`src/hw/isa_pkg.sv`:
```
// Purpose: Constants for the interrupt source aggregation block.
// Assumes: One clock domain, synchronous active-low reset.
// Notes: Source bit positions in the 64-bit pending space are fixed here.
package isa_pkg;
    // ------------------------------------------------------------------
    // Source positions (bank zero is bits 31:0, bank one 63:32)
    // ------------------------------------------------------------------
    localparam int ISA_SRC_DMA0_EOT = 0;
    localparam int ISA_SRC_DMA0_EOC = 1;
    localparam int ISA_SRC_DMA1_EOT = 2;
    localparam int ISA_SRC_DMA1_EOC = 3;
    localparam int ISA_SRC_ACC_EOT = 4;
    localparam int ISA_SRC_ACC_EOC = 5;
    localparam int ISA_SRC_TMR0 = 8;
    localparam int ISA_SRC_TMR1 = 9;
    localparam int ISA_SRC_WDT = 10;
    localparam int ISA_SRC_PMON = 12;
    localparam int ISA_SRC_I2C0 = 16;
    localparam int ISA_SRC_I2C1 = 17;
    localparam int ISA_SRC_MSG = 18;
    localparam int ISA_SRC_XLATE = 19;
    localparam int ISA_SRC_UART0 = 20;
    localparam int ISA_SRC_UART1 = 21;
    localparam int ISA_SRC_XLATE_ERR = 32;
    localparam int ISA_SRC_MSG_ERR = 33;
    localparam int ISA_SRC_DMA0_ERR = 34;
    localparam int ISA_SRC_DMA1_ERR = 35;
    localparam int ISA_SRC_ACC_ERR = 36;
    localparam int ISA_SRC_CBIU_ERR = 37;
    localparam int ISA_SRC_MEM_ERR = 38;
    localparam int ISA_SRC_EXT_BASE = 40;
    // ------------------------------------------------------------------
    // Widths and IOAPIC wiring
    // ------------------------------------------------------------------
    localparam int ISA_NUM_EXT = 8;
    localparam int ISA_NUM_PMON_CNT = 14;
    localparam int ISA_NUM_ENTRIES = 24;
    localparam int ISA_ENTRY_HOTPLUG = 23;
    localparam int ISA_ENTRY_XLATE = 14;
    localparam int ISA_ROUTE_SEG_BIT = 16;
    localparam logic [31:0] ISA_ROUTE_RST = 32'h00f0_0000;
    localparam logic [31:0] ISA_BANK_RST = 32'h0000_0000;
    localparam logic [11:0] ISA_MSI_ADDR_TOP = 12'hfee;
endpackage : isa_pkg

```
`src/hw/isa_aggregator.sv`:
```
// Purpose: Interrupt source aggregation and IOAPIC pin intake.
// Assumes: Peripheral requests are level, synchronous to clk_i.
// Notes: Pending registers track masked, steered levels; nothing latches.
// Functional notes
// - Each pending source lands in IRQ or FIQ pair per steering bit.
// - DMA channels and accelerator get separate end-of-transfer/chain bits.
// - Peripheral errors appear as pending bits; detail stays in peripheral.
// - Perf-monitor request is OR of fourteen counters and time stamp.
// - Sources drive levels; pending bit holds while condition pends.
// - Pending bit clears when source condition or its mask bit clears.
// - Each UART and I2C unit presents one combined request.
// - I2C request ORs rx full, tx empty, address, stop, bus error, arb.
// - Messaging normal request ORs index, post queue, doorbell, msg 0/1.
// - Translation unit normal request on config write or bus number change.
// - Timer zero-count requests post in bank zero.
// - UART request ORs line status, data, timeout, tx request, autobaud.
// - Translation unit error request ORs its eleven error conditions.
// - DMA error ORs inbound abort, master abort, target abort, split.
// - Messaging error on free queue full or error doorbell; accel on abort.
// - Memory error on ECC, region, discard timer; core bus on abort.
// - Watchdog posts in bank zero, delivered only when bank-zero unmasked.
// - Eight external pins, each level/edge and polarity configurable on IOAPIC route; core route takes them as active-low levels.
// - Pins synchronised before use; to IOAPIC only while entry unmasked, to core only while source mask bit set.
// - Pins map to entries 7..0; hot-plug B23, translation unit A14.
// - Two IOAPICs: segment A at function 1, segment B at function 3.
// - MSI writes in inverse window pass upstream unchanged.
// - Routing bits 0..7 pick core or IOAPIC; 16..23 pick segment.
`timescale 1ns/100ps
`default_nettype none
module isa_aggregator
    import isa_pkg::*;
#(
    parameter int NUM_MEM_ECC = 2
) (
    // Clock, reset, enable
    input wire logic clk_i,
    input wire logic rst_n_i,
    input wire logic clk_en_i,
    // Peripheral conditions
    input wire logic [1:0] dma_eot_i,
    input wire logic [1:0] dma_eoc_i,
    input wire logic [3:0] dma0_err_i,
    input wire logic [3:0] dma1_err_i,
    input wire logic acc_eot_i,
    input wire logic acc_eoc_i,
    input wire logic acc_ib_abort_i,
    input wire logic [ISA_NUM_PMON_CNT-1:0] pmon_cnt_i,
    input wire logic pmon_tsc_i,
    input wire logic [5:0] i2c0_cond_i,
    input wire logic [5:0] i2c1_cond_i,
    input wire logic [4:0] uart0_cond_i,
    input wire logic [4:0] uart1_cond_i,
    input wire logic [4:0] msg_cond_i,
    input wire logic [1:0] msg_err_i,
    input wire logic xlate_cfg_wr_i,
    input wire logic xlate_busnum_chg_i,
    input wire logic [10:0] xlate_err_i,
    input wire logic [1:0] timer_zero_i,
    input wire logic wdt_expired_i,
    input wire logic cbiu_abort_i,
    input wire logic [NUM_MEM_ECC-1:0] mem_ecc_err_i,
    input wire logic mem_region_err_i,
    input wire logic mem_discard_i,
    input wire logic hotplug_irq_i,
    // Controller configuration
    input wire logic [31:0] steer_select_low_i,
    input wire logic [31:0] steer_select_high_i,
    input wire logic [31:0] source_mask_low_i,
    input wire logic [31:0] source_mask_high_i,
    input wire logic [31:0] pin_routing_select_i,
    input wire logic [ISA_NUM_ENTRIES-1:0] seg_a_entry_mask_i,
    input wire logic [ISA_NUM_ENTRIES-1:0] seg_b_entry_mask_i,
    input wire logic [ISA_NUM_EXT-1:0] ext_level_mode_i,
    input wire logic [ISA_NUM_EXT-1:0] ext_active_low_i,
    // External pins
    input wire logic [ISA_NUM_EXT-1:0] ext_irq_pins_n_i,
    // MSI write intake
    input wire logic msi_wr_valid_i,
    input wire logic [31:0] msi_wr_addr_i,
    input wire logic [31:0] msi_wr_data_i,
    // Pending registers
    output logic [31:0] irq_pending_low_o,
    output logic [31:0] irq_pending_high_o,
    output logic [31:0] fiq_pending_low_o,
    output logic [31:0] fiq_pending_high_o,
    output logic irq_o,
    output logic fiq_o,
    output logic pmon_irq_o,
    // IOAPIC requests
    output logic [ISA_NUM_ENTRIES-1:0] seg_a_request_o,
    output logic [ISA_NUM_ENTRIES-1:0] seg_b_request_o,
    // MSI upstream pass-through
    output logic msi_up_valid_o,
    output logic [31:0] msi_up_addr_o,
    output logic [31:0] msi_up_data_o
);
    // ------------------------------------------------------------------
    // Source combining
    // ------------------------------------------------------------------
    wire logic [63:0] src_w;
    wire logic [63:0] mask_w;
    wire logic [63:0] steer_w;
    wire logic [63:0] act_w;
    wire logic [ISA_NUM_EXT-1:0] ext_core_w;
    wire logic pmon_w = |pmon_cnt_i | pmon_tsc_i;
    wire logic i2c0_w = |i2c0_cond_i;
    wire logic i2c1_w = |i2c1_cond_i;
    wire logic uart0_w = |uart0_cond_i;
    wire logic uart1_w = |uart1_cond_i;
    wire logic msg_w = |msg_cond_i;
    wire logic xlate_w = xlate_cfg_wr_i | xlate_busnum_chg_i;
    wire logic xlate_err_w = |xlate_err_i;
    wire logic dma0_err_w = |dma0_err_i;
    wire logic dma1_err_w = |dma1_err_i;
    wire logic msg_err_w = |msg_err_i;
    wire logic mem_err_w = |mem_ecc_err_i | mem_region_err_i | mem_discard_i;

    assign src_w = (64'h1 << ISA_SRC_DMA0_EOT) & {64{dma_eot_i[0]}}
                 | (64'h1 << ISA_SRC_DMA0_EOC) & {64{dma_eoc_i[0]}}
                 | (64'h1 << ISA_SRC_DMA1_EOT) & {64{dma_eot_i[1]}}
                 | (64'h1 << ISA_SRC_DMA1_EOC) & {64{dma_eoc_i[1]}}
                 | (64'h1 << ISA_SRC_ACC_EOT) & {64{acc_eot_i}}
                 | (64'h1 << ISA_SRC_ACC_EOC) & {64{acc_eoc_i}}
                 | (64'h1 << ISA_SRC_TMR0) & {64{timer_zero_i[0]}}
                 | (64'h1 << ISA_SRC_TMR1) & {64{timer_zero_i[1]}}
                 | (64'h1 << ISA_SRC_WDT) & {64{wdt_expired_i}}
                 | (64'h1 << ISA_SRC_PMON) & {64{pmon_w}}
                 | (64'h1 << ISA_SRC_I2C0) & {64{i2c0_w}}
                 | (64'h1 << ISA_SRC_I2C1) & {64{i2c1_w}}
                 | (64'h1 << ISA_SRC_MSG) & {64{msg_w}}
                 | (64'h1 << ISA_SRC_XLATE) & {64{xlate_w}}
                 | (64'h1 << ISA_SRC_UART0) & {64{uart0_w}}
                 | (64'h1 << ISA_SRC_UART1) & {64{uart1_w}}
                 | (64'h1 << ISA_SRC_XLATE_ERR) & {64{xlate_err_w}}
                 | (64'h1 << ISA_SRC_MSG_ERR) & {64{msg_err_w}}
                 | (64'h1 << ISA_SRC_DMA0_ERR) & {64{dma0_err_w}}
                 | (64'h1 << ISA_SRC_DMA1_ERR) & {64{dma1_err_w}}
                 | (64'h1 << ISA_SRC_ACC_ERR) & {64{acc_ib_abort_i}}
                 | (64'h1 << ISA_SRC_CBIU_ERR) & {64{cbiu_abort_i}}
                 | (64'h1 << ISA_SRC_MEM_ERR) & {64{mem_err_w}}
                 | ({56'h0, ext_core_w} << ISA_SRC_EXT_BASE);

    assign mask_w = {source_mask_high_i, source_mask_low_i};
    assign steer_w = {steer_select_high_i, steer_select_low_i};
    // Pure level, no write path can clear a bit
    assign act_w = src_w & mask_w;

    // ------------------------------------------------------------------
    // Pending registers
    // ------------------------------------------------------------------
    logic [63:0] irq_r;
    logic [63:0] fiq_r;
    always_ff @(posedge clk_i) begin
        if (!rst_n_i) begin
            irq_r <= {ISA_BANK_RST, ISA_BANK_RST};
            fiq_r <= {ISA_BANK_RST, ISA_BANK_RST};
        end else if (clk_en_i) begin
            irq_r <= act_w & ~steer_w;
            fiq_r <= act_w & steer_w;
        end
    end
    assign irq_pending_low_o = irq_r[31:0];
    assign irq_pending_high_o = irq_r[63:32];
    assign fiq_pending_low_o = fiq_r[31:0];
    assign fiq_pending_high_o = fiq_r[63:32];
    assign irq_o = |irq_r;
    assign fiq_o = |fiq_r;

    logic pmon_r;
    always_ff @(posedge clk_i) begin
        if (!rst_n_i) begin
            pmon_r <= 1'b0;
        end else if (clk_en_i) begin
            pmon_r <= pmon_w;
        end
    end
    assign pmon_irq_o = pmon_r;

    // ------------------------------------------------------------------
    // IOAPIC pin intake
    // ------------------------------------------------------------------
    logic [ISA_NUM_EXT-1:0] sync1_r;
    logic [ISA_NUM_EXT-1:0] sync2_r;
    logic [ISA_NUM_EXT-1:0] prev_r;
    wire logic [ISA_NUM_EXT-1:0] pin_lvl_w;
    wire logic [ISA_NUM_EXT-1:0] pin_req_w;
    wire logic [ISA_NUM_EXT-1:0] to_b_w;
    wire logic [ISA_NUM_EXT-1:0] to_apic_w;
    // Two-stage synchroniser; stage one feeds only stage two
    always_ff @(posedge clk_i) begin
        if (!rst_n_i) begin
            sync1_r <= '1;
            sync2_r <= '1;
            prev_r <= '0;
        end else if (clk_en_i) begin
            sync1_r <= ext_irq_pins_n_i;
            sync2_r <= sync1_r;
            prev_r <= pin_lvl_w;
        end
    end
    // Polarity then level or rising-edge detect
    // Polarity and trigger mode are chosen bit by bit, one per pin.
    assign pin_lvl_w = sync2_r ^ ext_active_low_i;
    assign pin_req_w = pin_lvl_w & (ext_level_mode_i | ~prev_r);
    // Core versus IOAPIC, then segment select
    assign ext_core_w = ~sync2_r & pin_routing_select_i[ISA_NUM_EXT-1:0];
    assign to_apic_w = ~pin_routing_select_i[ISA_NUM_EXT-1:0];
    assign to_b_w = pin_routing_select_i[ISA_ROUTE_SEG_BIT +: ISA_NUM_EXT];

    logic [ISA_NUM_ENTRIES-1:0] seg_a_r;
    logic [ISA_NUM_ENTRIES-1:0] seg_b_r;
    wire logic [ISA_NUM_ENTRIES-1:0] seg_a_raw_w;
    wire logic [ISA_NUM_ENTRIES-1:0] seg_b_raw_w;
    // Pins to entries 7..0, hard-wired extra entries
    assign seg_a_raw_w = {16'h0, pin_req_w & to_apic_w & ~to_b_w}
                       | ({23'h0, xlate_w} << ISA_ENTRY_XLATE);
    assign seg_b_raw_w = {16'h0, pin_req_w & to_apic_w & to_b_w}
                       | ({23'h0, hotplug_irq_i} << ISA_ENTRY_HOTPLUG);
    always_ff @(posedge clk_i) begin
        if (!rst_n_i) begin
            seg_a_r <= '0;
            seg_b_r <= '0;
        end else if (clk_en_i) begin
            seg_a_r <= seg_a_raw_w & ~seg_a_entry_mask_i;
            seg_b_r <= seg_b_raw_w & ~seg_b_entry_mask_i;
        end
    end
    assign seg_a_request_o = seg_a_r;
    assign seg_b_request_o = seg_b_r;

    // ------------------------------------------------------------------
    // MSI pass-through
    // ------------------------------------------------------------------
    logic msi_v_r;
    logic [31:0] msi_a_r;
    logic [31:0] msi_d_r;
    wire logic msi_hit_w = msi_wr_valid_i
                         & (msi_wr_addr_i[31:20] == ISA_MSI_ADDR_TOP);
    always_ff @(posedge clk_i) begin
        if (!rst_n_i) begin
            msi_v_r <= 1'b0;
            msi_a_r <= '0;
            msi_d_r <= '0;
        end else if (clk_en_i) begin
            msi_v_r <= msi_hit_w;
            if (msi_hit_w) begin
                msi_a_r <= msi_wr_addr_i;
                msi_d_r <= msi_wr_data_i;
            end
        end
    end
    assign msi_up_valid_o = msi_v_r;
    assign msi_up_addr_o = msi_a_r;
    assign msi_up_data_o = msi_d_r;
endmodule : isa_aggregator
`default_nettype wire

```
`config.mk`:
```
export PLATFORM = sky130hd
export DESIGN_NAME = isa_aggregator
export DESIGN_NICKNAME = d
export VERILOG_FILES = /design/src/hw/isa_pkg.sv /design/src/hw/isa_aggregator.sv
export SDC_FILE = /design/constraint.sdc
export NUM_CORES = 1
export LEC_CHECK = 0
export ABC_AREA = 0
export ABC_CLOCK_PERIOD_IN_PS = 1480
export BUFFER_PORTS_ARGS = -buffer_cell sky130_fd_sc_hd__buf_2
export CAP_MARGIN = 30
export CORE_AREA = 2 2 242 244
export CTS_BUF_LIST = sky130_fd_sc_hd__clkbuf_8
export DETAILED_ROUTE_END_ITERATION = 10
export DIE_AREA = 0 0 244 246
export PLACE_DENSITY_LB_ADDON = 0.3
export SLEW_MARGIN = 20
export SYNTH_ARGS = -nofsm -noshare
export SYNTH_HDL_FRONTEND = slang
export SYNTH_SLANG_ARGS = --single-unit
```
`constraint.sdc`:
```
create_clock -name clk_i -period 1.48 [get_ports clk_i]
set_input_delay 0.222 -clock clk_i [delete_from_list [all_inputs] [get_ports clk_i]]
set_output_delay 0.222 -clock clk_i [all_outputs]
set_load 0.05 [all_outputs]
```
# [Word level (Yosys, flattened, before mapping)]
# Index checks and enable logic that the tools add are counted.
[word_totals] ff_bits=266 out_inout_bits=244
[op_classes] eq_ne=1 n_bitwise=49 reduce_logical=14
[ops] op="$and 64x64->64" count=2
[ops] op="$reduce_or 64->1" count=2
[ops] op="$and 48x64->64" count=1
[ops] op="$not 64->64" count=1
[ops] op="$not 24->24" count=2
[ops] op="$or 39x48->48" count=1
[ops] op="$and 8x8->8" count=5
[ops] op="$or 38x39->39" count=1
[ops] op="$or 37x38->38" count=1
[ops] op="$or 36x37->37" count=1
[ops] op="$or 35x36->36" count=1
[ops] op="$or 34x35->35" count=1
[ops] op="$or 33x34->34" count=1
[ops] op="$or 22x33->33" count=1
[ops] op="$not 8->8" count=4
[ops] op="$and 15x24->24" count=1
[ops] op="$and 24x24->24" count=1
[ops] op="$or 8x24->24" count=1
[ops] op="$or 21x22->22" count=1
[ops] op="$or 20x21->21" count=1
[ops] op="$or 19x20->20" count=1
[ops] op="$or 18x19->19" count=1
[ops] op="$or 17x18->18" count=1
[ops] op="$or 13x17->17" count=1
[ops] op="22 further kinds" count=30

# [Depth between registers and ports, before layout]
[logic_depth] depth_word=25 depth_mapped=5 ltp_nobuf=3

# [Worst setup path before layout]
# Ideal clock, no wire load.
[synth_timing] path_type="register to output" startpoint="reg irq_r[34]" endpoint="out irq_o" arrival_ns=1.705 required_time_ns=1.258 path_slack_ns=-0.447 path_stages_with_launch=4 n_path_buf=0 cell_sequence="dfxtp_1 or4_1 nor4_1 nand4_1"
[synth_via] elab_chain_len=1
[synth_rtl] element="start: declaration" line="isa_aggregator.sv:151" text="logic [63:0] irq_r;"
[synth_rtl] element="start signal: assignment" line="isa_aggregator.sv:155" text="irq_r <= {ISA_BANK_RST, ISA_BANK_RST};"
[synth_rtl] element="start signal: assignment" line="isa_aggregator.sv:158" text="irq_r <= act_w & ~steer_w;"
[synth_rtl] element="$reduce_or 64->1" line="isa_aggregator.sv:166" text="assign irq_o = |irq_r;"
[synth_rtl] element="end: declaration" line="isa_aggregator.sv:86" text="output logic irq_o,"
# No other way between the ends.

# [Worst setup path after layout]
# Ends and elaborated chain as after synthesis.

==> qor.yml <==
slowest_stage: "or4_4"
start_kind: "flop"
antenna_found_initial: 6
slowest_delay_ns: 0.53
clock-skew-final_ns: 0.0134
ys_seq_area_frac: 0.425
place_congestion: 0.808
grt_pass1_wl_um: 47200
power_leakage_nw: 6.03
ys_ff_latch: 170
path_delay_family: "simple AND/OR/NAND/NOR gates"
start_util: 0.140
criticalPathCategory: "flop to output pin"
synthFlopType: "dfxtp_1"
grt_pass1_vias: 8608
cp.arrival_ns: 1.99
syn_area_per_cell_um2: 8.95
fin_crit_ns: 2.21
synth_edf_count: 0
wire_per_inst_um: 13.8
post-place-cells: 2103
fmax_mhz: 452
finalHoldViolCount: 0
drive_above_1_share: 0.364
routed_wl_um: 31900
grt_start_max_net_pins: 78
powerDensity_mw_per_mm2: 763
dp_hpwl_um: 23900
ir_drop_mv: 0.607
setup_viol: 2
grt.overflow.total: 0
area_growth_pct: 73.5
row_count: 88
gr-usage-met3: 0.0380
num-nets-final: 1916
port_buffers: 416
synthCells: 896
syn_area_mm2: 0.00802
slew_viol_final: 0
crit_path_end_kind: "output pin"
worst_slack_ns: -0.734
cp_num_buf_inv: 2
first_pass_iters: 4
clock_latency_ns: 0.54
cap_violations: 0
synth-async-reset-ratio: 0
power_mw: 10.6
min_path_type: "primary input to flop"
grt_busiest_layer: "met2"
synth_cell_types: 37
cp_cell_sequence: "or4_4 > nor4_2 > buf_4 > nand4_1 > buf_6"
core_area_mm2: 0.0574
clk_pin_slew_ns: 0.10
ctsRootBufferMaster: "clkbuf_8"
grt_util_all_layers: 0.104
cts_tree: "built"
clock_sink_count: 170
crit_required_ns: 1.26
finalNonFillerCells: 2314
place_ws_ns: -0.257
cts_buffer_depth: 2
failed_checks: "negative setup slack"
ant_nets: 0
status: "finished with violations"
dieArea_mm2: 0.0600
use_met2: 0.185
vias_per_cell: 3.60
drcViolationCount: 0
cts_made_buffers: 17
die_h_um: 246
global_route.usage.met1: 0.112
die_w_um: 244
htreeDepth: 4
yosysWarnings: 0
rsz0062_at_grt: "true"
path_max_fanout: 2
period_share: 1.50
num_vias: 8324
drt_iter0_drc: 198
pin_count: 625
## routing by layer
layer	part of all wire	vias to the layer above
met4	0.020	6
li1	-	4138
met1	0.41	3805
met2	0.49	343
met5	0.0011	-
met3	0.079	32
## what timing repair did
| item | 4_1_cts | 5_1_grt |
|---|---|---|
| resized for setup | 169 | 21 |
| setup endpoints to repair | 85 | 15 |
| pin swaps | 0 | 1 |
| buffers inserted | 0 | 3 |
| gates cloned | 0 | 1 |
| hold buffers | 174 | 0 |
| endpoints found under the hold margin | 134 | 0 |
## cell usage in the layout (no fill, tap or decap), drive strengths merged, types with 3 or more instances in the layout
cell type    instances
nand3                6
nand4b              20
dfxtp              170
nand2b              48
nor4                25
nor2b               40
o21a                25
a21boi              40
o32ai                4
nor3                 5
mux2i               76
clkbuf              26
buf                489
clkinvlp             3
nor2                14
a211oi               5
xor2                 8
nor3b                4
a21oi                6
nand4               32
nand2              131
dlygate4sd3        174
inv                 35
clkinv               3
and4                 3
o21ai                3
o22ai               18
and2                22
conb                96
diode                3
## final cells by class
type,instances,area [µm²]
inverters,31,116
clock buffers,18,248
well taps,765,957
repair buffers,671,5040
multi-input cells,644,3940
fillers,6230,43500
diodes,3,7.51
flip-flops and latches,170,3450
clock inverters,12,143
## worst register-to-register path, cell delays in order, from the launching register on
cell,delay (ns)
dfxtp_1,0.35
inv_1,0.04
o22ai_1,0.15
dlygate4sd3_1,0.58
and2_1,0.12
## kinds of logic (layout without fill, tap and decap cells)
| logic type | Yosys count | count (layout) | synth area share |
|---|---|---|---|
| flip-flops | 170 | 170 | 0.425 |
| multiplexers | 76 | 76 | 0.0949 |
| other | 1 | 99 | 0.000468 |
| buffers and inverters | 177 | 732 | 0.134 |
| AO/OA/AOI/OAI | 107 | 107 | 0.0957 |
| XOR/XNOR | 8 | 8 | 0.00874 |
| AND/OR/NAND/NOR | 357 | 357 | 0.241 |
## flip-flops by register name, summed over array words and instances, names as in the netlist
name / count
prev_r: 8
msi_up_valid_o: 1
pmon_irq_o: 1
sync2_r: 8
fiq_r: 31
seg_a_request_o: 9
seg_b_request_o: 9
msi_up_addr_o: 32
sync1_r: 8
irq_r: 31
msi_up_data_o: 32
## per-stage QoR
stage	instance area (µm²)	util	setup TNS, ns	hold slack (ns)
4_1_cts	13800	0.240	-1.65	0.00355
2_1_floorplan	8390	-	-0.629	0.347
6_report	13900	0.242	-1.37	0.0729
3_5_place_dp	11200	0.194	-3.67	0.443
5_1_grt	13900	0.242	-1.60	0.0456
3_3_place_gp	11200	0.194	-1.75	0.439
## power by group
| part | switching [mW] | internal (mW) | leakage (nW) |
|---|---|---|---|
| combinational | 1.39 | 0.982 | 4.45 |
| clock | 1.98 | 1.55 | 0.190 |
| sequential | 0.0615 | 4.66 | 1.39 |
| total | 3.43 | 7.19 | 6.03 |
## synthesized netlist by cell type (5+ instances only)
master / number / area [µm²]
a211oi_1: 5 / 37.5
a21boi_0: 40 / 300
a21oi_1: 6 / 30.0
and2_1: 22 / 138
buf_1: 5 / 18.8
buf_2: 8 / 40.0
buf_4: 99 / 743
clkbuf_1: 30 / 113
dfxtp_1: 170 / 3400
inv_1: 31 / 116
mux2i_1: 76 / 761
nand2_1: 131 / 492
nand2b_1: 48 / 300
nand3_1: 6 / 30.0
nand4_1: 32 / 200
nand4b_1: 20 / 175
nor2_1: 14 / 52.6
nor2b_1: 40 / 250
nor3_1: 5 / 25.0
nor4_1: 25 / 156
o21a_1: 25 / 188
o22ai_1: 18 / 113
xor2_1: 8 / 70.1
## path summary, 6_finish.rpt
path	cells past startpoint	end	slack, ns	from
setup / recovery	5	irq_o	-0.73	irq_r[34]
hold / removal	3	fiq_r[5]	0.07	steer_select_low_i[5]
setup reg to reg	4	seg_b_request_o[23]	0.21	seg_b_request_o[23]
hold reg to reg	2	msi_up_addr_o[13]	0.46	msi_up_addr_o[13]
(Power assumes the default switching activity.)
